### src/include/sfsr_pkg.sv
// constants shared by both ends of the status readout link
// Functional notes
// - status read served anytime, even while busy
// - opcode 05h streams status byte one
// - opcode 35h streams status byte two
// - msb first, byte repeats while clocks continue
// - every repeat carries live register contents
// - chip select release ends read, output off
// - byte three read 15h, written 11h
// - byte one: guard zero, five block guards
// - byte one bit1 read-only write latch
// - byte one bit0 read-only busy flag
// - status write changes only writable bits
// - byte two bit7 read-only erase paused
// - byte two bits5:3 secure page locks
// - byte two bit2 read-only program paused
// - byte two bit1 quad enable, default 0
// - byte two bit6 invert, bit0 guard one
// - byte three bits6:5 strength, default 11
// - write latch cleared by reset
package sfsr_pkg;
  // opcodes
  localparam logic [7:0] OP_READ_ONE = 8'h05;
  localparam logic [7:0] OP_READ_TWO = 8'h35;
  localparam logic [7:0] OP_READ_THREE = 8'h15;
  localparam logic [7:0] OP_WRITE_ONE = 8'h01;
  localparam logic [7:0] OP_WRITE_TWO = 8'h31;
  localparam logic [7:0] OP_WRITE_THREE = 8'h11;
  localparam logic [7:0] OP_WRITE_ENABLE = 8'h06;
  localparam logic [7:0] OP_WRITE_DISABLE = 8'h04;
  // byte selectors
  localparam logic [1:0] SEL_ONE = 2'h0;
  localparam logic [1:0] SEL_TWO = 2'h1;
  localparam logic [1:0] SEL_THREE = 2'h2;
  // writable masks and reset values of the stored bits
  localparam logic [7:0] WR_MASK_ONE = 8'hfc;
  localparam logic [7:0] WR_MASK_TWO = 8'h7b;
  localparam logic [7:0] WR_MASK_THREE = 8'h60;
  localparam logic [7:0] RST_ONE = 8'h00;
  localparam logic [7:0] RST_TWO = 8'h00;
  localparam logic [7:0] RST_THREE = 8'h60;
  // field positions
  localparam int BIT_ERASE_PAUSED = 7;
  localparam int BIT_PROGRAM_PAUSED = 2;
  localparam int BIT_QUAD = 1;
  localparam int BIT_INVERT = 6;
  localparam int BIT_GUARD_ONE = 0;
  localparam int BIT_GUARD_ZERO = 7;
  localparam int BIT_WRITE_LATCH = 1;
  localparam int BIT_BUSY = 0;
  localparam logic [2:0] BIT_MSB = 3'h7;
  // host register map, byte addresses
  localparam logic [7:0] ADR_CMD = 8'h00;
  localparam logic [7:0] ADR_STATUS = 8'h04;
  localparam logic [7:0] ADR_IRQ_STAT = 8'h08;
  localparam logic [7:0] ADR_IRQ_CLR = 8'h0c;
  localparam logic [7:0] ADR_IRQ_EN = 8'h10;
  // link clock made by the host
  localparam int CLK_PERIOD_NS = 10;
  localparam int SCK_PERIOD_NS = 160;
  localparam logic [7:0] SCK_HALF_CYC = 8'(SCK_PERIOD_NS / (2 * CLK_PERIOD_NS));
endpackage

### src/include/sfsr_spi_if.sv
// serial link between the status readout device and its host
`timescale 1ns/1ns
interface sfsr_spi_if;
  logic sck;
  logic cs_n;
  logic mosi;
  logic miso;
  logic miso_oe;
  logic miso_line;
  // pulled-high line when the device is not driving
  assign miso_line = miso_oe ? miso : 1'b1;
  modport dev (input sck, input cs_n, input mosi, output miso, output miso_oe);
  modport host (output sck, output cs_n, output mosi, input miso_line);
endinterface

### src/hw/sfsr_device.sv
// flash-side status register bank with serial read and write
//
// The address map and register access over Wishbone were chosen for this implementation.
`timescale 1ns/1ns
module sfsr_device
  import sfsr_pkg::*;
(
  // system
  input wire logic clock,
  input wire logic srst,
  // serial link
  sfsr_spi_if.dev link,
  // live state from the array engine
  input wire logic busy_in,
  input wire logic erase_paused_in,
  input wire logic program_paused_in,
  // configuration for array and pads
  output logic [4:0] block_guard,
  output logic status_guard_zero,
  output logic status_guard_one,
  output logic protect_invert,
  output logic [2:0] secure_page_lock,
  output logic quad_io_enable,
  output logic [1:0] output_strength_field,
  output logic write_latch_flag
);
  typedef enum logic [2:0] {ST_IDLE, ST_OPCODE, ST_READ, ST_WRITE, ST_IGNORE} sfsr_dev_state_t;

  // merge written data into the stored byte, writable bits only
  function automatic logic [7:0] sfsr_merge(input logic [7:0] old_v, input logic [7:0] new_v,
                                            input logic [7:0] mask);
    sfsr_merge = (old_v & ~mask) | (new_v & mask);
  endfunction

  logic [2:0] sck_s_q;
  logic [2:0] sck_s_d;
  logic [2:0] cs_s_q;
  logic [2:0] cs_s_d;
  logic [1:0] mosi_s_q;
  logic [1:0] mosi_s_d;
  logic sck_rise;
  logic sck_fall;
  logic cs_idle;
  logic cs_end;
  logic mosi_bit;

  // two-stage synchronisers; third stage only for edge finding
  always_comb begin
    sck_s_d = {sck_s_q[1:0], link.sck};
    cs_s_d = {cs_s_q[1:0], link.cs_n};
    mosi_s_d = {mosi_s_q[0], link.mosi};
  end

  always_ff @(posedge clock) begin
    if (srst) begin
      sck_s_q <= 3'h0;
      cs_s_q <= 3'h7;
      mosi_s_q <= 2'h0;
    end else begin
      sck_s_q <= sck_s_d;
      cs_s_q <= cs_s_d;
      mosi_s_q <= mosi_s_d;
    end
  end

  // edges and levels taken from settled stages only
  assign sck_rise = sck_s_q[1] & ~sck_s_q[2];
  assign sck_fall = ~sck_s_q[1] & sck_s_q[2];
  assign cs_idle = cs_s_q[1];
  assign cs_end = cs_s_q[1] & ~cs_s_q[2];
  assign mosi_bit = mosi_s_q[1];

  sfsr_dev_state_t state_q;
  sfsr_dev_state_t state_d;
  logic [2:0] bit_q;
  logic [2:0] bit_d;
  logic [7:0] shin_q;
  logic [7:0] shin_d;
  logic [1:0] sel_q;
  logic [1:0] sel_d;
  logic [2:0] idx_q;
  logic [2:0] idx_d;
  logic [7:0] snap_q;
  logic [7:0] snap_d;
  logic [7:0] wr_data_q;
  logic [7:0] wr_data_d;
  logic wr_full_q;
  logic wr_full_d;
  logic wr_over_q;
  logic wr_over_d;
  logic miso_q;
  logic miso_d;
  logic oe_q;
  logic oe_d;
  logic [7:0] rw1_q;
  logic [7:0] rw1_d;
  logic [7:0] rw2_q;
  logic [7:0] rw2_d;
  logic [7:0] rw3_q;
  logic [7:0] rw3_d;
  logic wel_q;
  logic wel_d;
  logic [7:0] live_byte;
  logic [7:0] op_byte;

  // live view of the selected byte; busy and paused bits come straight from the engine, the write latch bit from wel_q
  always_comb begin
    case (sel_q)
      SEL_ONE: begin
        live_byte = rw1_q & WR_MASK_ONE;
        live_byte[BIT_WRITE_LATCH] = wel_q;
        live_byte[BIT_BUSY] = busy_in;
      end
      SEL_TWO: begin
        live_byte = rw2_q & WR_MASK_TWO;
        live_byte[BIT_ERASE_PAUSED] = erase_paused_in;
        live_byte[BIT_PROGRAM_PAUSED] = program_paused_in;
      end
      SEL_THREE: begin
        live_byte = rw3_q & WR_MASK_THREE;
      end
      default: begin
        live_byte = 8'h00;
      end
    endcase
  end

  assign op_byte = {shin_q[6:0], mosi_bit};

  // command decode, shifting and status updates
  always_comb begin
    state_d = state_q;
    bit_d = bit_q;
    shin_d = shin_q;
    sel_d = sel_q;
    idx_d = idx_q;
    snap_d = snap_q;
    wr_data_d = wr_data_q;
    wr_full_d = wr_full_q;
    wr_over_d = wr_over_q;
    miso_d = miso_q;
    oe_d = oe_q;
    rw1_d = rw1_q;
    rw2_d = rw2_q;
    rw3_d = rw3_q;
    wel_d = wel_q;
    if (cs_idle) begin
      // release at any bit ends the command and floats the output
      state_d = ST_IDLE;
      oe_d = 1'b0;
      bit_d = 3'h0;
      if (cs_end && state_q == ST_WRITE) begin
        // latch drops once a full write opcode was seen, applied or not
        wel_d = 1'b0;
        if (wr_full_q && !wr_over_q && wel_q) begin
          case (sel_q)
            SEL_ONE: rw1_d = sfsr_merge(rw1_q, wr_data_q, WR_MASK_ONE);
            SEL_TWO: rw2_d = sfsr_merge(rw2_q, wr_data_q, WR_MASK_TWO);
            SEL_THREE: rw3_d = sfsr_merge(rw3_q, wr_data_q, WR_MASK_THREE);
            default: rw1_d = rw1_q;
          endcase
        end
      end
    end else begin
      if (state_q == ST_IDLE) begin
        state_d = ST_OPCODE;
      end
      if (sck_rise) begin
        shin_d = op_byte;
        bit_d = bit_q + 3'h1;
        if ((state_q == ST_IDLE || state_q == ST_OPCODE) && bit_q == BIT_MSB) begin
          idx_d = BIT_MSB;
          wr_full_d = 1'b0;
          wr_over_d = 1'b0;
          // reads are decoded regardless of busy
          case (op_byte)
            OP_READ_ONE: begin
              state_d = ST_READ;
              sel_d = SEL_ONE;
            end
            OP_READ_TWO: begin
              state_d = ST_READ;
              sel_d = SEL_TWO;
            end
            OP_READ_THREE: begin
              state_d = ST_READ;
              sel_d = SEL_THREE;
            end
            OP_WRITE_ONE: begin
              state_d = ST_WRITE;
              sel_d = SEL_ONE;
            end
            OP_WRITE_TWO: begin
              state_d = ST_WRITE;
              sel_d = SEL_TWO;
            end
            OP_WRITE_THREE: begin
              state_d = ST_WRITE;
              sel_d = SEL_THREE;
            end
            OP_WRITE_ENABLE: begin
              state_d = ST_IGNORE;
              wel_d = 1'b1;
            end
            OP_WRITE_DISABLE: begin
              state_d = ST_IGNORE;
              wel_d = 1'b0;
            end
            default: begin
              state_d = ST_IGNORE;
            end
          endcase
        end else if (state_q == ST_WRITE && bit_q == BIT_MSB) begin
          // any bit past the first data byte spoils the write
          if (wr_full_q) begin
            wr_over_d = 1'b1;
          end else begin
            wr_full_d = 1'b1;
            wr_data_d = op_byte;
          end
        end else if (state_q == ST_WRITE && wr_full_q) begin
          wr_over_d = 1'b1;
        end
      end
      if (sck_fall && state_q == ST_READ) begin
        // fresh snapshot at each byte start keeps the bits of one byte coherent
        oe_d = 1'b1;
        idx_d = idx_q - 3'h1;
        if (idx_q == BIT_MSB) begin
          snap_d = live_byte;
          miso_d = live_byte[BIT_MSB];
        end else begin
          miso_d = snap_q[idx_q];
        end
      end
    end
  end

  always_ff @(posedge clock) begin
    if (srst) begin
      state_q <= ST_IDLE;
      bit_q <= 3'h0;
      shin_q <= 8'h00;
      sel_q <= SEL_ONE;
      idx_q <= BIT_MSB;
      snap_q <= 8'h00;
      wr_data_q <= 8'h00;
      wr_full_q <= 1'b0;
      wr_over_q <= 1'b0;
      miso_q <= 1'b0;
      oe_q <= 1'b0;
      rw1_q <= RST_ONE;
      rw2_q <= RST_TWO;
      rw3_q <= RST_THREE;
      wel_q <= 1'b0;
    end else begin
      state_q <= state_d;
      bit_q <= bit_d;
      shin_q <= shin_d;
      sel_q <= sel_d;
      idx_q <= idx_d;
      snap_q <= snap_d;
      wr_data_q <= wr_data_d;
      wr_full_q <= wr_full_d;
      wr_over_q <= wr_over_d;
      miso_q <= miso_d;
      oe_q <= oe_d;
      rw1_q <= rw1_d;
      rw2_q <= rw2_d;
      rw3_q <= rw3_d;
      wel_q <= wel_d;
    end
  end

  // pins and configuration straight from flops
  assign link.miso = miso_q;
  assign link.miso_oe = oe_q;
  assign block_guard = rw1_q[6:2];
  assign status_guard_zero = rw1_q[BIT_GUARD_ZERO];
  assign status_guard_one = rw2_q[BIT_GUARD_ONE];
  assign protect_invert = rw2_q[BIT_INVERT];
  assign secure_page_lock = rw2_q[5:3];
  assign quad_io_enable = rw2_q[BIT_QUAD];
  assign output_strength_field = rw3_q[6:5];
  assign write_latch_flag = wel_q;
endmodule // sfsr_device

### src/flat_wrapper.sv
// flat-port wrapper written by rule: the top's interface ports become plain ports
module sfsr_device_flat import sfsr_pkg::*;
  (clock, srst, busy_in, erase_paused_in, program_paused_in, block_guard, status_guard_zero, status_guard_one, protect_invert, secure_page_lock, quad_io_enable, output_strength_field, write_latch_flag, link_sck, link_cs_n, link_mosi, link_miso, link_miso_oe);
  sfsr_spi_if link_i ();
  input wire logic clock;
  input wire logic srst;
  input wire logic busy_in;
  input wire logic erase_paused_in;
  input wire logic program_paused_in;
  output logic [4:0] block_guard;
  output logic status_guard_zero;
  output logic status_guard_one;
  output logic protect_invert;
  output logic [2:0] secure_page_lock;
  output logic quad_io_enable;
  output logic [1:0] output_strength_field;
  output logic write_latch_flag;
  input wire logic [$bits(link_i.sck)-1:0] link_sck;
  input wire logic [$bits(link_i.cs_n)-1:0] link_cs_n;
  input wire logic [$bits(link_i.mosi)-1:0] link_mosi;
  output wire logic [$bits(link_i.miso)-1:0] link_miso;
  output wire logic [$bits(link_i.miso_oe)-1:0] link_miso_oe;
  assign link_i.sck = link_sck;
  assign link_i.cs_n = link_cs_n;
  assign link_i.mosi = link_mosi;
  assign link_miso = link_i.miso;
  assign link_miso_oe = link_i.miso_oe;
  sfsr_device u_core (.clock(clock), .srst(srst), .link(link_i), .busy_in(busy_in), .erase_paused_in(erase_paused_in), .program_paused_in(program_paused_in), .block_guard(block_guard), .status_guard_zero(status_guard_zero), .status_guard_one(status_guard_one), .protect_invert(protect_invert), .secure_page_lock(secure_page_lock), .quad_io_enable(quad_io_enable), .output_strength_field(output_strength_field), .write_latch_flag(write_latch_flag));
endmodule
### config.mk
export PLATFORM = sky130hd
export DESIGN_NAME = sfsr_device_flat
export DESIGN_NICKNAME = d
export VERILOG_FILES = /design/src/include/sfsr_pkg.sv /design/src/include/sfsr_spi_if.sv /design/src/hw/sfsr_device.sv /design/src/flat_wrapper.sv
export SDC_FILE = /design/constraint.sdc
export NUM_CORES = 1
export LEC_CHECK = 0
export BUFFER_PORTS_ARGS = -buffer_cell sky130_fd_sc_hd__buf_4
export CAP_MARGIN = 20
export CORE_MARGIN = 5
export CORE_UTILIZATION = 34
export CTS_BUF_LIST = sky130_fd_sc_hd__clkbuf_2 sky130_fd_sc_hd__clkbuf_4 sky130_fd_sc_hd__clkbuf_8
export CTS_CLUSTER_DIAMETER = 200
export DETAILED_ROUTE_END_ITERATION = 6
export GPL_TIMING_DRIVEN = 0
export PLACE_DENSITY = 0.54
export SLEW_MARGIN = 30
export SYNTH_ARGS = -nofsm -noshare
export SYNTH_HDL_FRONTEND = slang
export SYNTH_SLANG_ARGS = --single-unit
### constraint.sdc
create_clock -name clock -period 3.3 [get_ports clock]
set_input_delay 0.66 -clock clock [delete_from_list [all_inputs] [get_ports clock]]
set_output_delay 0.66 -clock clock [all_outputs]
set_load 0.05 [all_outputs]
==> flow_summary.html, run 1 <==
<table>
<tr><th>Metric</th><th>Value</th></tr>
<tr><th colspan="2">Detailed routing</th></tr>
<tr><td>DRC viols</td><td>0</td></tr>
<tr><td>Detailed-router iteration count before antenna repair</td><td>4</td></tr>
<tr><td>Average via count per standard cell</td><td>4.71</td></tr>
<tr><td>Number of nets still failing antenna checks after routing</td><td>0</td></tr>
<tr><td>Count of routing violations after the opening detailed-route iteration</td><td>72</td></tr>
<tr><td>Mean routed wirelength per cell</td><td>14.0 um</td></tr>
<tr><td>Vias after detailed routing</td><td>1868</td></tr>
<tr><td>Wire length after detailed routing</td><td>5570 um</td></tr>
<tr><th colspan="2">Setup path</th></tr>
<tr><td>Slowest-stage cell, CP</td><td>sky130_fd_sc_hd__nor4_1</td></tr>
<tr><td>Slowest stage delay, CP</td><td>0.81 ns</td></tr>
<tr><td>Crit Path Max Fanout</td><td>7</td></tr>
<tr><td>Setup crit end kind</td><td>flip-flop</td></tr>
<tr><td>Cell breakdown of the critical path</td><td>nand3b_1 &gt; nor4_1 &gt; nor2b_1 &gt; a211o_1</td></tr>
<tr><td>Kind of launch point of the worst setup path</td><td>flip-flop</td></tr>
<tr><td>Number of buffer and inverter instances along the worst setup path</td><td>0</td></tr>
<tr><td>CP Data Arrival Time</td><td>2.33 ns</td></tr>
<tr><td>Largest delay share family, worst path</td><td>simple AND/OR/NAND/NOR gates</td></tr>
<tr><td>Category of the most critical setup path</td><td>flip-flop to flip-flop</td></tr>
<tr><td>CP required</td><td>3.54 ns</td></tr>
<tr><th colspan="2">Timing</th></tr>
<tr><td>Final hold slack</td><td>0.411 ns</td></tr>
<tr><td>Final setup violating endpoints</td><td>0</td></tr>
<tr><td>Final setup skew</td><td>0.00986 ns</td></tr>
<tr><td>Final Max Tran Viols</td><td>0</td></tr>
<tr><td>Maximum clock rate</td><td>477 MHz</td></tr>
<tr><td>Final period demand of the worst path</td><td>2.10 ns</td></tr>
<tr><td>Transition at the pin with the smallest max-transition slack</td><td>0.796 ns</td></tr>
<tr><td>Relative slew slack</td><td>0.464</td></tr>
<tr><td>Setup TNS</td><td>0 ns</td></tr>
<tr><td>Endpoints failing hold</td><td>0</td></tr>
<tr><td>Setup repair after global routing missed its margin</td><td>false</td></tr>
<tr><td>Portion of the clock cycle consumed by the worst path in the final layout</td><td>0.635</td></tr>
<tr><th colspan="2">Synthesis</th></tr>
<tr><td>Post-synthesis xor/xnor area fraction</td><td>0.00683</td></tr>
<tr><td>Syn Inst Count</td><td>259</td></tr>
<tr><td>Sequential share of the synthesized area</td><td>0.476</td></tr>
<tr><td>Synth Cell Area</td><td>2560 sq um</td></tr>
<tr><td>Yosys warning total</td><td>0</td></tr>
<tr><td>Number of enable-type register cells in the synthesized netlist</td><td>0</td></tr>
<tr><td>Share of synthesized registers carrying an async set or reset</td><td>0</td></tr>
<tr><td>Synth Area per Inst</td><td>9.90 sq um</td></tr>
<tr><td>Portion of synthesized cell area occupied by the leading cell type</td><td>0.476</td></tr>
<tr><td>Compound-Gate Fraction of Synth Area</td><td>0.0512</td></tr>
<tr><td>Adder-cell share of the synthesized area</td><td>0.0195</td></tr>
<tr><td>Count of state elements after synthesis</td><td>61</td></tr>
<tr><td>Flip-flop cell with the highest count after synthesis</td><td>sky130_fd_sc_hd__dfxtp_1</td></tr>
<tr><td>Mux contribution to synthesized area</td><td>0.190</td></tr>
<tr><td>Leading post-synthesis cells by cell area</td><td>sky130_fd_sc_hd__dfxtp_1 48%, sky130_fd_sc_hd__mux2i_1 17%, sky130_fd_sc_hd__nor2_1 8.6%</td></tr>
<tr><td>Cell accounting for the most synthesized area</td><td>sky130_fd_sc_hd__dfxtp_1</td></tr>
<tr><td>Combinational family with the most area after synthesis</td><td>simple AND/OR/NAND/NOR gates</td></tr>
<tr><td>Syn_nets</td><td>271</td></tr>
<tr><td>Post-Synth Simple-Gate Area</td><td>0.231</td></tr>
<tr><td>Number of unique standard cell types used by synthesis</td><td>39</td></tr>
<tr><th colspan="2">Run</th></tr>
<tr><td>Reported max-cap violation count</td><td>0</td></tr>
<tr><th colspan="2">Place</th></tr>
<tr><td>Cell count after placement</td><td>381</td></tr>
<tr><td>IO Port Bufs</td><td>23</td></tr>
<tr><td>GP Congestion</td><td>0.744</td></tr>
<tr><td>Post-detail-place hpwl</td><td>4030 um</td></tr>
<tr><td>Post-place instance area</td><td>2860 sq um</td></tr>
<tr><th colspan="2">CTS</th></tr>
<tr><td>CTS Buffer Depth</td><td>2</td></tr>
<tr><td>TritonCTS buffer count</td><td>9</td></tr>
<tr><td>Resize count post-CTS</td><td>0</td></tr>
<tr><td>Total of hold buffers inserted after clock tree synthesis</td><td>0</td></tr>
<tr><td>Clock-pin slew on the worst setup and hold paths</td><td>0.08 ns</td></tr>
<tr><td>Setup bufs post-CTS</td><td>0</td></tr>
<tr><td>Library cell used as clock root buffer</td><td>sky130_fd_sc_hd__clkbuf_8</td></tr>
<tr><td>Number of clock sinks</td><td>61</td></tr>
<tr><td>Latest clock arrival within the worst-skew pair</td><td>0.34 ns</td></tr>
<tr><td>CTS tree</td><td>yes</td></tr>
<tr><td>H-tree depth</td><td>3</td></tr>
<tr><th colspan="2">Die</th></tr>
<tr><td>Die area</td><td>9380 sq um</td></tr>
<tr><td>Floorplan die width</td><td>96.8 um</td></tr>
<tr><td>Die boundary height</td><td>96.8 um</td></tr>
<tr><td>Floorplan row count</td><td>31</td></tr>
<tr><td>Total core area</td><td>7290 sq um</td></tr>
<tr><td>Initial standard-cell utilization of the core</td><td>0.352</td></tr>
<tr><td>Ports</td><td>25</td></tr>
<tr><th colspan="2">Pwr</th></tr>
<tr><td>Total power divided by cell area</td><td>490 nW/um^2</td></tr>
<tr><td>Max IR drop VDD</td><td>0.247 mV</td></tr>
<tr><td>Leakage power total</td><td>1.16 nW</td></tr>
<tr><th colspan="2">Outcome</th></tr>
<tr><td>Outcome</td><td>finished clean</td></tr>
<tr><th colspan="2">Global routing</th></tr>
<tr><td>Initial antenna violation count</td><td>0</td></tr>
<tr><td>Gr ovfl total</td><td>0</td></tr>
<tr><td>First-pass GRT wire length</td><td>9480 um</td></tr>
<tr><td>Pin count of the biggest net entering global routing</td><td>13</td></tr>
<tr><td>Combined global-route utilization of all metal layers</td><td>0.127</td></tr>
<tr><td>Vias in the first global route</td><td>1818</td></tr>
<tr><th colspan="2">Min path</th></tr>
<tr><td>Worst hold path class</td><td>flip-flop to flip-flop</td></tr>
<tr><th colspan="2">Cells and area</th></tr>
<tr><td>Area delta synth-&gt;final</td><td>20.3%</td></tr>
<tr><td>Final cell count without fillers</td><td>397</td></tr>
<tr><td>Layout cells sized above 1</td><td>0.171</td></tr>
<tr><td>Post-route cell area</td><td>3080 sq um</td></tr>
<tr><td>Number of filler instances in the final layout</td><td>760</td></tr>
<tr><td>Antenna Cells</td><td>0</td></tr>
<tr><td>Number of nets in the layout</td><td>305</td></tr>
</table>
layout by cell type, fill, tap and decap left out, types with 4 or more instances in the layout:
cell,count
sky130_fd_sc_hd__nor3_1,5
sky130_fd_sc_hd__clkbuf_8,9
sky130_fd_sc_hd__a21oi_1,8
sky130_fd_sc_hd__clkbuf_1,8
sky130_fd_sc_hd__ha_1,4
sky130_fd_sc_hd__nand2_1,4
sky130_fd_sc_hd__dfxtp_1,61
sky130_fd_sc_hd__o21ai_0,4
sky130_fd_sc_hd__nor2b_1,9
sky130_fd_sc_hd__nor2_1,59
sky130_fd_sc_hd__mux2i_1,43
sky130_fd_sc_hd__inv_1,4
sky130_fd_sc_hd__buf_4,23
sky130_fd_sc_hd__nand2b_1,4
cells in the mapped netlist (4+ instances only):
master and n:
sky130_fd_sc_hd__nor2_1 59, sky130_fd_sc_hd__o21ai_0 4, sky130_fd_sc_hd__inv_1 4, sky130_fd_sc_hd__ha_1 4
sky130_fd_sc_hd__nor3_1 5, sky130_fd_sc_hd__nor2b_1 9, sky130_fd_sc_hd__nand2_1 4, sky130_fd_sc_hd__dfxtp_1 61
sky130_fd_sc_hd__mux2i_1 43, sky130_fd_sc_hd__a21oi_1 8, sky130_fd_sc_hd__clkbuf_1 8, sky130_fd_sc_hd__nand2b_1 4
worst register-to-register path, delay by kind of cell, from the launching register on:
| kind | cells | cell delay (ns) |
|---|---|---|
| AO/OA/AOI/OAI | 1 | 0.29 |
| flip-flops | 1 | 0.42 |
| AND/OR/NAND/NOR | 3 | 1.30 |
path summary, 6_finish.rpt:
kind,depth (start not counted),from,endpoint,slack [ns]
min,1,u_core.cs_s_q[0]$_SDFF_PP1_,u_core.cs_s_q[1]$_SDFF_PP1_,0.41
max reg2reg,4,u_core.state_q[0]$_SDFF_PP0_,u_core.rw3_q[5]$_SDFFE_PP1P_,1.20
min reg2reg,1,u_core.cs_s_q[0]$_SDFF_PP1_,u_core.cs_s_q[1]$_SDFF_PP1_,0.41
max,4,u_core.state_q[0]$_SDFF_PP0_,u_core.rw3_q[5]$_SDFFE_PP1P_,1.20
sequential cells by signal, indices dropped and copies added, names as in the netlist, 2 cells and up:
signal	flops
u_core.wr_data_q	8
u_core.rw2_q	6
u_core.mosi_s_q	2
u_core.snap_q	8
u_core.cs_s_q	3
u_core.sck_s_q	3
u_core.rw3_q	2
u_core.idx_q	3
u_core.rw1_q	6
u_core.shin_q	7
u_core.bit_q	3
u_core.sel_q	2
u_core.state_q	3
area by class of cell:
type	count	area [sq um]	area share
clock inverters	7	98.8	0.0321
well taps	99	124	0.0402
plain buffers	11	50.0	0.0162
inverters	4	15.0	0.00487
repair buffers	23	173	0.0560
multi-input cells	183	1280	0.414
flip-flops and latches	61	1220	0.396
clock buffers	9	124	0.0402
through the flow:
stage | power (mW) | util | worst slack [ns]
3_5_place_dp | 0.792 | 0.392 | 1.23
5_1_grt | 1.58 | 0.423 | 1.06
6_report | 1.51 | 0.423 | 1.20
3_3_place_gp | 0.792 | 0.392 | 1.29
2_1_floorplan | 0.778 | - | 1.36
4_1_cts | 1.54 | 0.423 | 1.21
where the power goes:
part	switching (mW)	leakage (nW)	internal, mW
Sequential	0.00313	0.493	0.740
Clock	0.307	0.110	0.428
Combinational	0.0193	0.562	0.0119
metal layers:
| metal | part of all wire | vias up | global-route usage |
|---|---|---|---|
| li1 | - | 965 | - |
| met1 | 0.50 | 871 | 0.167 |
| met2 | 0.46 | 25 | 0.194 |
| met3 | 0.027 | 7 | 0.0453 |
| met4 | 0.012 | 0 | 0.0389 |
| met5 | 0 | - | 0 |
kinds of logic (layout without fill, tap and decap cells):
family / count (synthesis) / count (layout)
simple gates: 110 / 110
xor+xnor: 2 / 2
flops: 61 / 61
fa+ha+maj: 4 / 4
mux: 46 / 46
compound gates: 21 / 21
buf+inv: 15 / 54
Power figures use the tool's default switching activity.
==> run 2: changes to the inputs <==
--- a/config.mk
+++ b/config.mk
@@ -13,7 +13,7 @@
 export CTS_CLUSTER_DIAMETER = 200
 export DETAILED_ROUTE_END_ITERATION = 6
 export GPL_TIMING_DRIVEN = 0
-export PLACE_DENSITY = 0.54
+export PLACE_DENSITY = 0.56
 export SLEW_MARGIN = 30
 export SYNTH_ARGS = -nofsm -noshare
 export SYNTH_HDL_FRONTEND = slang
==> constraint.sdc (replaced) <==
create_clock -name clock -period 1.89 [get_ports clock]
set_input_delay 0.378 -clock clock [delete_from_list [all_inputs] [get_ports clock]]
set_output_delay 0.378 -clock clock [all_outputs]
set_load 0.05 [all_outputs]
==> flow_summary.html, run 2 (same netlist as run 1, synthesis figures left out) <==
<table>
<tr><th>Metric</th><th>Value</th></tr>
<tr><th colspan="2">Outcome</th></tr>
<tr><td>Outcome</td><td>finished clean</td></tr>
<tr><th colspan="2">Pwr</th></tr>
<tr><td>Total power divided by cell area</td><td>838 nW/um^2 (+71%)</td></tr>
<tr><td>Comb power frac</td><td>0.020 (about the same)</td></tr>
<tr><td>Clock network fraction of total power</td><td>0.491 (+0.004)</td></tr>
<tr><td>Max IR drop VDD</td><td>0.345 mV (+40%)</td></tr>
<tr><td>Sequential cell fraction of total power</td><td>0.489 (-0.003)</td></tr>
<tr><td>Proportion of total power due to net switching</td><td>0.214 (-0.00385)</td></tr>
<tr><td>Leakage power total</td><td>1.22 nW (+5.1%)</td></tr>
<tr><td>Post-layout total power</td><td>2.66 mW (+76%)</td></tr>
<tr><td>Switching pwr</td><td>0.570 mW (+73%)</td></tr>
<tr><td>Internal cell power</td><td>2.09 mW (+77%)</td></tr>
<tr><th colspan="2">CTS</th></tr>
<tr><td>Latest clock arrival within the worst-skew pair</td><td>0.34 ns (about the same)</td></tr>
<tr><td>TritonCTS buffer count</td><td>9 (unchanged)</td></tr>
<tr><td>H-tree depth</td><td>3 (unchanged)</td></tr>
<tr><td>Clock-pin slew on the worst setup and hold paths</td><td>0.07 ns (about the same)</td></tr>
<tr><td>CTS Buffer Depth</td><td>2 (unchanged)</td></tr>
<tr><td>CTS tree</td><td>yes</td></tr>
<tr><td>Number of clock sinks</td><td>61 (unchanged)</td></tr>
<tr><td>Library cell used as clock root buffer</td><td>sky130_fd_sc_hd__clkbuf_8</td></tr>
<tr><th colspan="2">Global routing</th></tr>
<tr><td>Combined global-route utilization of all metal layers</td><td>0.128 (+0.00192)</td></tr>
<tr><td>Pin count of the biggest net entering global routing</td><td>12 (-1)</td></tr>
<tr><td>Initial antenna violation count</td><td>0 (unchanged)</td></tr>
<tr><td>First-pass GRT wire length</td><td>9510 um (+0.30%)</td></tr>
<tr><td>Vias in the first global route</td><td>1924 (+5.8%)</td></tr>
<tr><td>Gr ovfl total</td><td>0 (unchanged)</td></tr>
<tr><th colspan="2">Timing</th></tr>
<tr><td>Maximum clock rate</td><td>551 MHz (+16%)</td></tr>
<tr><td>Portion of the clock cycle consumed by the worst path in the final layout</td><td>0.960 (+0.325)</td></tr>
<tr><td>Final setup skew</td><td>0.00925 ns (-0.000615 ns)</td></tr>
<tr><td>Final setup violating endpoints</td><td>0 (unchanged)</td></tr>
<tr><td>Setup TNS</td><td>0 ns (unchanged)</td></tr>
<tr><td>Final hold slack</td><td>0.223 ns (-0.187 ns)</td></tr>
<tr><td>Final Max Tran Viols</td><td>0 (unchanged)</td></tr>
<tr><td>Transition at the pin with the smallest max-transition slack</td><td>0.701 ns (-0.0955 ns)</td></tr>
<tr><td>Setup slack of the critical path after layout</td><td>0.0762 ns (-1.13 ns)</td></tr>
<tr><td>Final period demand of the worst path</td><td>1.81 ns (-0.282 ns)</td></tr>
<tr><td>Endpoints failing hold</td><td>0 (unchanged)</td></tr>
<tr><td>Relative slew slack</td><td>0.529 (+0.0650)</td></tr>
<tr><th colspan="2">Place</th></tr>
<tr><td>IO Port Bufs</td><td>23 (unchanged)</td></tr>
<tr><td>Worst slack at placement</td><td>-0.174 ns (-1.40 ns)</td></tr>
<tr><td>GP Congestion</td><td>0.810 (+8.9%)</td></tr>
<tr><td>Cell count after placement</td><td>381 (unchanged)</td></tr>
<tr><td>Post-detail-place hpwl</td><td>4070 um (+0.92%)</td></tr>
<tr><th colspan="2">Setup path</th></tr>
<tr><td>Category of the most critical setup path</td><td>flip-flop to flip-flop</td></tr>
<tr><td>CP required</td><td>2.11 ns (-1.43 ns)</td></tr>
<tr><td>Crit Path Max Fanout</td><td>6 (-1)</td></tr>
<tr><td>CP Data Arrival Time</td><td>2.03 ns (-0.30 ns)</td></tr>
<tr><td>Capturing point of the worst reg2reg path</td><td>u_core.rw2_q[6]$_SDFFE_PP0P_</td></tr>
<tr><td>Kind of launch point of the worst setup path</td><td>flip-flop</td></tr>
<tr><td>Launching point of the worst reg2reg path</td><td>u_core.state_q[1]$_SDFF_PP0_</td></tr>
<tr><td>Setup crit end kind</td><td>flip-flop</td></tr>
<tr><td>Depth of the worst register-to-register path</td><td>5 (+1)</td></tr>
<tr><td>R2R setup slack</td><td>0.08 ns (-1.13 ns)</td></tr>
<tr><th colspan="2">Die</th></tr>
<tr><td>Total core area</td><td>7290 sq um (unchanged)</td></tr>
<tr><td>Ports</td><td>25 (unchanged)</td></tr>
<tr><td>Die boundary height</td><td>96.8 um (unchanged)</td></tr>
<tr><td>Die area</td><td>9380 sq um (unchanged)</td></tr>
<tr><td>Floorplan row count</td><td>31 (unchanged)</td></tr>
<tr><td>Initial standard-cell utilization of the core</td><td>0.352 (unchanged)</td></tr>
<tr><td>Floorplan die width</td><td>96.8 um (unchanged)</td></tr>
<tr><th colspan="2">Detailed routing</th></tr>
<tr><td>Average via count per standard cell</td><td>4.74 (+0.73%)</td></tr>
<tr><td>Mean routed wirelength per cell</td><td>14.6 um (+3.8%)</td></tr>
<tr><td>Vias after detailed routing</td><td>1910 (+2.2%)</td></tr>
<tr><td>Detailed-router iteration count before antenna repair</td><td>4 (unchanged)</td></tr>
<tr><td>Number of nets still failing antenna checks after routing</td><td>0 (unchanged)</td></tr>
<tr><td>Wire length after detailed routing</td><td>5870 um (+5.4%)</td></tr>
<tr><td>Count of routing violations after the opening detailed-route iteration</td><td>66 (-8.3%)</td></tr>
<tr><td>DRC viols</td><td>0 (unchanged)</td></tr>
<tr><th colspan="2">Cells and area</th></tr>
<tr><td>Commonest cells after routing, fill and taps aside</td><td>59 x sky130_fd_sc_hd__nor2_1, 57 x sky130_fd_sc_hd__dfxtp_1, 43 x sky130_fd_sc_hd__mux2i_1, 27 x sky130_fd_sc_hd__buf_4, 10 x sky130_fd_sc_hd__clkbuf_8</td></tr>
<tr><td>Area delta synth-&gt;final</td><td>23.7%</td></tr>
<tr><td>Number of filler instances in the final layout</td><td>765 (+0.66%)</td></tr>
<tr><td>Number of nets in the layout</td><td>311 (+2.0%)</td></tr>
<tr><td>Final cell count without fillers</td><td>403 (+1.5%)</td></tr>
<tr><td>Regs by FF count</td><td>u_core.snap_q (8), u_core.wr_data_q (8), u_core.shin_q (7)</td></tr>
<tr><td>Commonest non-fill, non-tap cell in the layout</td><td>sky130_fd_sc_hd__nor2_1</td></tr>
<tr><td>Layout cells sized above 1</td><td>0.214 (+0.0427)</td></tr>
<tr><td>Antenna Cells</td><td>0 (unchanged)</td></tr>
<tr><th colspan="2">Min path</th></tr>
<tr><td>Worst hold path startpoint</td><td>link_cs_n</td></tr>
<tr><td>Worst Hold Path Cells</td><td>2 (+1)</td></tr>
<tr><td>Worst hold path class</td><td>input pin to flip-flop</td></tr>
<tr><td>Capture endpoint of the worst hold path</td><td>u_core.cs_s_q[0]$_SDFF_PP1_</td></tr>
<tr><th colspan="2">Run</th></tr>
<tr><td>Reported max-cap violation count</td><td>0 (unchanged)</td></tr>
</table>
[run 2: critical path, cell delays in order (launching register included)]
cell	delay, ns
sky130_fd_sc_hd__dfxtp_1	0.43
sky130_fd_sc_hd__nand3b_1	0.19
sky130_fd_sc_hd__buf_6	0.19
sky130_fd_sc_hd__nor4_4	0.57
sky130_fd_sc_hd__mux2i_1	0.25
sky130_fd_sc_hd__nor2_1	0.05
[run 2: area by class of cell]
class	count	area [sq um]	area share
inverter	4	15.0	0.00473
buffer	11	53.8	0.0170
clock buffer	10	138	0.0434
timing repair buffer	29	225	0.0710
tap	99	124	0.0391
clock inverter	6	86.3	0.0272
multi-input combinational	183	1300	0.411
sequential	61	1230	0.387
[run 2: repair_timing]
item,4_1_cts,5_1_grt
gates resized for setup,1,10
endpoints found under the setup margin,22,24
pin swaps,3,1
hold endpoints to repair,0,0
gates cloned,0,0
hold buffers,0,0
buffers inserted,4,2
[run 2: layer usage]
metal	up-vias	wire length, um	global-route usage	share of wire
met3	8	252	0.0367	0.043
met4	0	76	0.0648	0.013
met1	900	2890	0.167	0.49
met5	-	0	0	0
li1	975	-	-	-
met2	27	2650	0.194	0.45
[run 2: worst max path at each step]
stage / start / to / slack (ns) / cells after the start
final: u_core.state_q[1]$_SDFF_PP0_ / u_core.rw2_q[6]$_SDFFE_PP0P_ / 0.08 / 5
after floorplan: u_core.write_latch_flag$_SDFFE_PP0P_ / u_core.rw1_q[2]$_SDFFE_PP0P_ / 0.13 / 4
after CTS: u_core.cs_s_q[1]$_SDFF_PP1_ / u_core.rw2_q[3]$_SDFFE_PP0P_ / 0.02 / 4
after detailed placement: u_core.state_q[0]$_SDFF_PP0_ / u_core.rw3_q[6]$_SDFFE_PP1P_ / -0.17 / 4
after global routing: u_core.state_q[2]$_SDFF_PP0_ / u_core.rw2_q[3]$_SDFFE_PP0P_ / -0.006 / 5
after global placement: u_core.cs_s_q[1]$_SDFF_PP1_ / u_core.wr_data_q[6]$_SDFFE_PP0P_ / -0.14 / 5
[run 2: power groups by stage]
stage | clock (mW) | sequential [mW] | combinational (mW)
2_1_floorplan | 0 | 1.33 | 0.0319
3_3_place_gp | 0 | 1.33 | 0.0549
3_5_place_dp | 0 | 1.33 | 0.0548
4_1_cts | 1.33 | 1.30 | 0.0551
5_1_grt | 1.40 | 1.30 | 0.0594
6_report | 1.31 | 1.30 | 0.0541
[run 2: per-stage QoR]
step | util | instance area [sq um]
after floorplan | - | 2560
after global placement | 0.392 | 2860
after detailed placement | 0.392 | 2860
after CTS | 0.428 | 3120
after global routing | 0.435 | 3170
final | 0.435 | 3170
==> run 3: changes to the inputs <==
--- a/config.mk
+++ b/config.mk
@@ -7,13 +7,13 @@
 export LEC_CHECK = 0
 export BUFFER_PORTS_ARGS = -buffer_cell sky130_fd_sc_hd__buf_4
 export CAP_MARGIN = 20
-export CORE_MARGIN = 5
+export CORE_MARGIN = 2
 export CORE_UTILIZATION = 34
 export CTS_BUF_LIST = sky130_fd_sc_hd__clkbuf_2 sky130_fd_sc_hd__clkbuf_4 sky130_fd_sc_hd__clkbuf_8
 export CTS_CLUSTER_DIAMETER = 200
 export DETAILED_ROUTE_END_ITERATION = 6
 export GPL_TIMING_DRIVEN = 0
-export PLACE_DENSITY = 0.56
+export PLACE_DENSITY = 0.54
 export SLEW_MARGIN = 30
 export SYNTH_ARGS = -nofsm -noshare
 export SYNTH_HDL_FRONTEND = slang
==> constraint.sdc (replaced) <==
create_clock -name clock -period 1.7 [get_ports clock]
set_input_delay 0.34 -clock clock [delete_from_list [all_inputs] [get_ports clock]]
set_output_delay 0.34 -clock clock [all_outputs]
set_load 0.05 [all_outputs]
==> flow_summary.html, run 3 (same netlist as run 1, synthesis figures left out) <==
<table>
<tr><th>Metric</th><th>Value</th></tr>
<tr><th colspan="2">Timing</th></tr>
<tr><td>Final setup skew</td><td>0.0108 ns (+0.00155 ns)</td></tr>
<tr><td>Portion of the clock cycle consumed by the worst path in the final layout</td><td>0.971 (+0.0113)</td></tr>
<tr><td>Final setup violating endpoints</td><td>0 (unchanged)</td></tr>
<tr><td>Transition at the pin with the smallest max-transition slack</td><td>0.548 ns (-0.152 ns)</td></tr>
<tr><td>Final Max Tran Viols</td><td>0 (unchanged)</td></tr>
<tr><td>Endpoints failing hold</td><td>0 (unchanged)</td></tr>
<tr><td>Setup slack of the critical path after layout</td><td>0.0492 ns (-0.0269 ns)</td></tr>
<tr><td>Setup repair after global routing missed its margin</td><td>true</td></tr>
<tr><td>Relative slew slack</td><td>0.634 (+0.105)</td></tr>
<tr><td>Final period demand of the worst path</td><td>1.65 ns (-0.163 ns)</td></tr>
<tr><td>Maximum clock rate</td><td>606 MHz (+9.9%)</td></tr>
<tr><td>Setup TNS</td><td>0 ns (unchanged)</td></tr>
<tr><th colspan="2">Detailed routing</th></tr>
<tr><td>Detailed-router iteration count before antenna repair</td><td>4 (unchanged)</td></tr>
<tr><td>DRC viols</td><td>0 (unchanged)</td></tr>
<tr><td>Wire length after detailed routing</td><td>5920 um (+0.82%)</td></tr>
<tr><td>Vias after detailed routing</td><td>1942 (+1.7%)</td></tr>
<tr><td>Count of routing violations after the opening detailed-route iteration</td><td>105 (+59%)</td></tr>
<tr><td>Average via count per standard cell</td><td>4.74 (about the same)</td></tr>
<tr><td>Number of nets still failing antenna checks after routing</td><td>0 (unchanged)</td></tr>
<tr><td>Mean routed wirelength per cell</td><td>14.4 um (-0.90%)</td></tr>
<tr><th colspan="2">Global routing</th></tr>
<tr><td>Vias in the first global route</td><td>1843 (-4.2%)</td></tr>
<tr><td>Combined global-route utilization of all metal layers</td><td>0.153 (+0.0243)</td></tr>
<tr><td>Pin count of the biggest net entering global routing</td><td>11 (-1)</td></tr>
<tr><td>Gr ovfl total</td><td>0 (unchanged)</td></tr>
<tr><td>Initial antenna violation count</td><td>0 (unchanged)</td></tr>
<tr><td>First-pass GRT wire length</td><td>9710 um (+2.1%)</td></tr>
<tr><th colspan="2">Place</th></tr>
<tr><td>Worst slack at placement</td><td>-0.330 ns (-0.156 ns)</td></tr>
<tr><td>Post-place instance area</td><td>2870 sq um (+0.22%)</td></tr>
<tr><td>IO Port Bufs</td><td>23 (unchanged)</td></tr>
<tr><td>GP Congestion</td><td>0.800 (-1.3%)</td></tr>
<tr><td>Post-detail-place hpwl</td><td>4070 um (about the same)</td></tr>
<tr><th colspan="2">CTS</th></tr>
<tr><td>CTS tree</td><td>yes</td></tr>
<tr><td>CTS Buffer Depth</td><td>2 (unchanged)</td></tr>
<tr><td>TritonCTS buffer count</td><td>9 (unchanged)</td></tr>
<tr><td>Clock-pin slew on the worst setup and hold paths</td><td>0.07 ns (about the same)</td></tr>
<tr><td>H-tree depth</td><td>3 (unchanged)</td></tr>
<tr><td>Library cell used as clock root buffer</td><td>sky130_fd_sc_hd__clkbuf_8</td></tr>
<tr><td>Number of clock sinks</td><td>61 (unchanged)</td></tr>
<tr><td>Latest clock arrival within the worst-skew pair</td><td>0.34 ns (about the same)</td></tr>
<tr><td>Total of hold buffers inserted after clock tree synthesis</td><td>0 (unchanged)</td></tr>
<tr><th colspan="2">Pwr</th></tr>
<tr><td>Leakage power total</td><td>1.28 nW (+4.8%)</td></tr>
<tr><td>Max IR drop VDD</td><td>0.413 mV (+20%)</td></tr>
<tr><td>Total power divided by cell area</td><td>900 nW/um^2 (+7.4%)</td></tr>
<tr><th colspan="2">Die</th></tr>
<tr><td>Total core area</td><td>7290 sq um (unchanged)</td></tr>
<tr><td>Die area</td><td>8250 sq um (-12%)</td></tr>
<tr><td>Initial standard-cell utilization of the core</td><td>0.352 (unchanged)</td></tr>
<tr><td>Floorplan die width</td><td>90.8 um (-6.2%)</td></tr>
<tr><td>Floorplan row count</td><td>31 (unchanged)</td></tr>
<tr><td>Die boundary height</td><td>90.8 um (-6.2%)</td></tr>
<tr><td>Ports</td><td>25 (unchanged)</td></tr>
<tr><th colspan="2">Cells and area</th></tr>
<tr><td>Number of nets in the layout</td><td>318 (+2.3%)</td></tr>
<tr><td>Regs by FF count</td><td>u_core.snap_q (8), u_core.wr_data_q (8), u_core.shin_q (7)</td></tr>
<tr><td>Post-route cell area</td><td>3310 sq um (+4.3%)</td></tr>
<tr><td>Commonest cells after routing, fill and taps aside</td><td>59 x sky130_fd_sc_hd__nor2_1, 52 x sky130_fd_sc_hd__dfxtp_1, 43 x sky130_fd_sc_hd__mux2i_1, 32 x sky130_fd_sc_hd__buf_4, 11 x sky130_fd_sc_hd__clkbuf_8</td></tr>
<tr><td>Antenna Cells</td><td>0 (unchanged)</td></tr>
<tr><td>Area delta synth-&gt;final</td><td>29.1%</td></tr>
<tr><td>Core occupancy in the finished layout</td><td>0.454 (+0.0189)</td></tr>
<tr><td>Number of filler instances in the final layout</td><td>740 (-3.3%)</td></tr>
<tr><td>Commonest non-fill, non-tap cell in the layout</td><td>sky130_fd_sc_hd__nor2_1</td></tr>
<tr><td>Layout cells sized above 1</td><td>0.270 (+0.0563)</td></tr>
<tr><th colspan="2">Setup path</th></tr>
<tr><td>Setup crit end kind</td><td>flip-flop</td></tr>
<tr><td>Crit Path Max Fanout</td><td>5 (-1)</td></tr>
<tr><td>CP required</td><td>1.94 ns (-0.17 ns)</td></tr>
<tr><td>CP Data Arrival Time</td><td>1.89 ns (-0.14 ns)</td></tr>
<tr><td>Kind of launch point of the worst setup path</td><td>flip-flop</td></tr>
<tr><td>Category of the most critical setup path</td><td>flip-flop to flip-flop</td></tr>
<tr><th colspan="2">Min path</th></tr>
<tr><td>Worst hold path class</td><td>input pin to flip-flop</td></tr>
<tr><th colspan="2">Run</th></tr>
<tr><td>Reported max-cap violation count</td><td>0 (unchanged)</td></tr>
<tr><th colspan="2">Outcome</th></tr>
<tr><td>Outcome</td><td>finished clean</td></tr>
</table>
==> run 3: path summary, 6_finish.rpt <==
check / start / end / slack (ns) / depth (start not counted)
min: link_cs_n / u_core.cs_s_q[0]$_SDFF_PP1_ / 0.19 / 2
max: u_core.bit_q[0]$_SDFFE_PP0P_ / u_core.idx_q[1]$_SDFFE_PP1P_ / 0.05 / 6
min reg2reg: u_core.cs_s_q[0]$_SDFF_PP1_ / u_core.cs_s_q[1]$_SDFF_PP1_ / 0.40 / 1
max reg2reg: u_core.bit_q[0]$_SDFFE_PP0P_ / u_core.idx_q[1]$_SDFFE_PP1P_ / 0.05 / 6
==> run 3: through the flow <==
| stage | cells | hold slack, ns | power (mW) |
|---|---|---|---|
| after global routing | 410 | 0.170 | 3.12 |
| after CTS | 405 | 0.176 | 3.01 |
| after detailed placement | 381 | 0.399 | 1.54 |
| after global placement | 381 | 0.396 | 1.54 |
| after floorplan | 259 | 0.389 | 1.51 |
| final | 410 | 0.192 | 2.98 |
==> run 3: power by group <==
part           internal (mW)  switching, mW  leakage (nW)
clock network          0.917          0.559         0.120
registers               1.43        0.00636         0.496
logic                 0.0253         0.0381         0.667
total                   2.38          0.604          1.28
==> run 3: critical path: stages, from the launching register on <==
cell                      delay, ns
sky130_fd_sc_hd__dfxtp_2       0.32
sky130_fd_sc_hd__ha_2          0.17
sky130_fd_sc_hd__ha_2          0.18
sky130_fd_sc_hd__nor3b_2       0.18
sky130_fd_sc_hd__and2_4        0.18
sky130_fd_sc_hd__or3_1         0.34
sky130_fd_sc_hd__a21o_1        0.17
==> run 3: routing by layer <==
metal,wire (um),vias up,global-route usage
met5,0,-,0
met1,2830,908,0.215
met2,2730,34,0.220
met3,278,8,0.0434
met4,84,0,0.0606
li1,-,992,-
==> run 3: repair_timing <==
action | CTS | global route
resized for setup | 12 | 17
endpoints found under the hold margin | 0 | 0
buffers inserted | 8 | 5
pin swaps | 3 | 2
endpoints found under the setup margin | 36 | 24
==> run 3: final cells by class <==
type                    count  area (sq um)  share of cell area
plain buffers              11          61.3              0.0185
clock buffers              12           159              0.0480
clock inverters             4          70.1              0.0212
inverters                   4          15.0             0.00454
multi-input cells         183          1340               0.404
flip-flops and latches     61          1240               0.375
well taps                  99           124              0.0374
repair buffers             36           303              0.0915
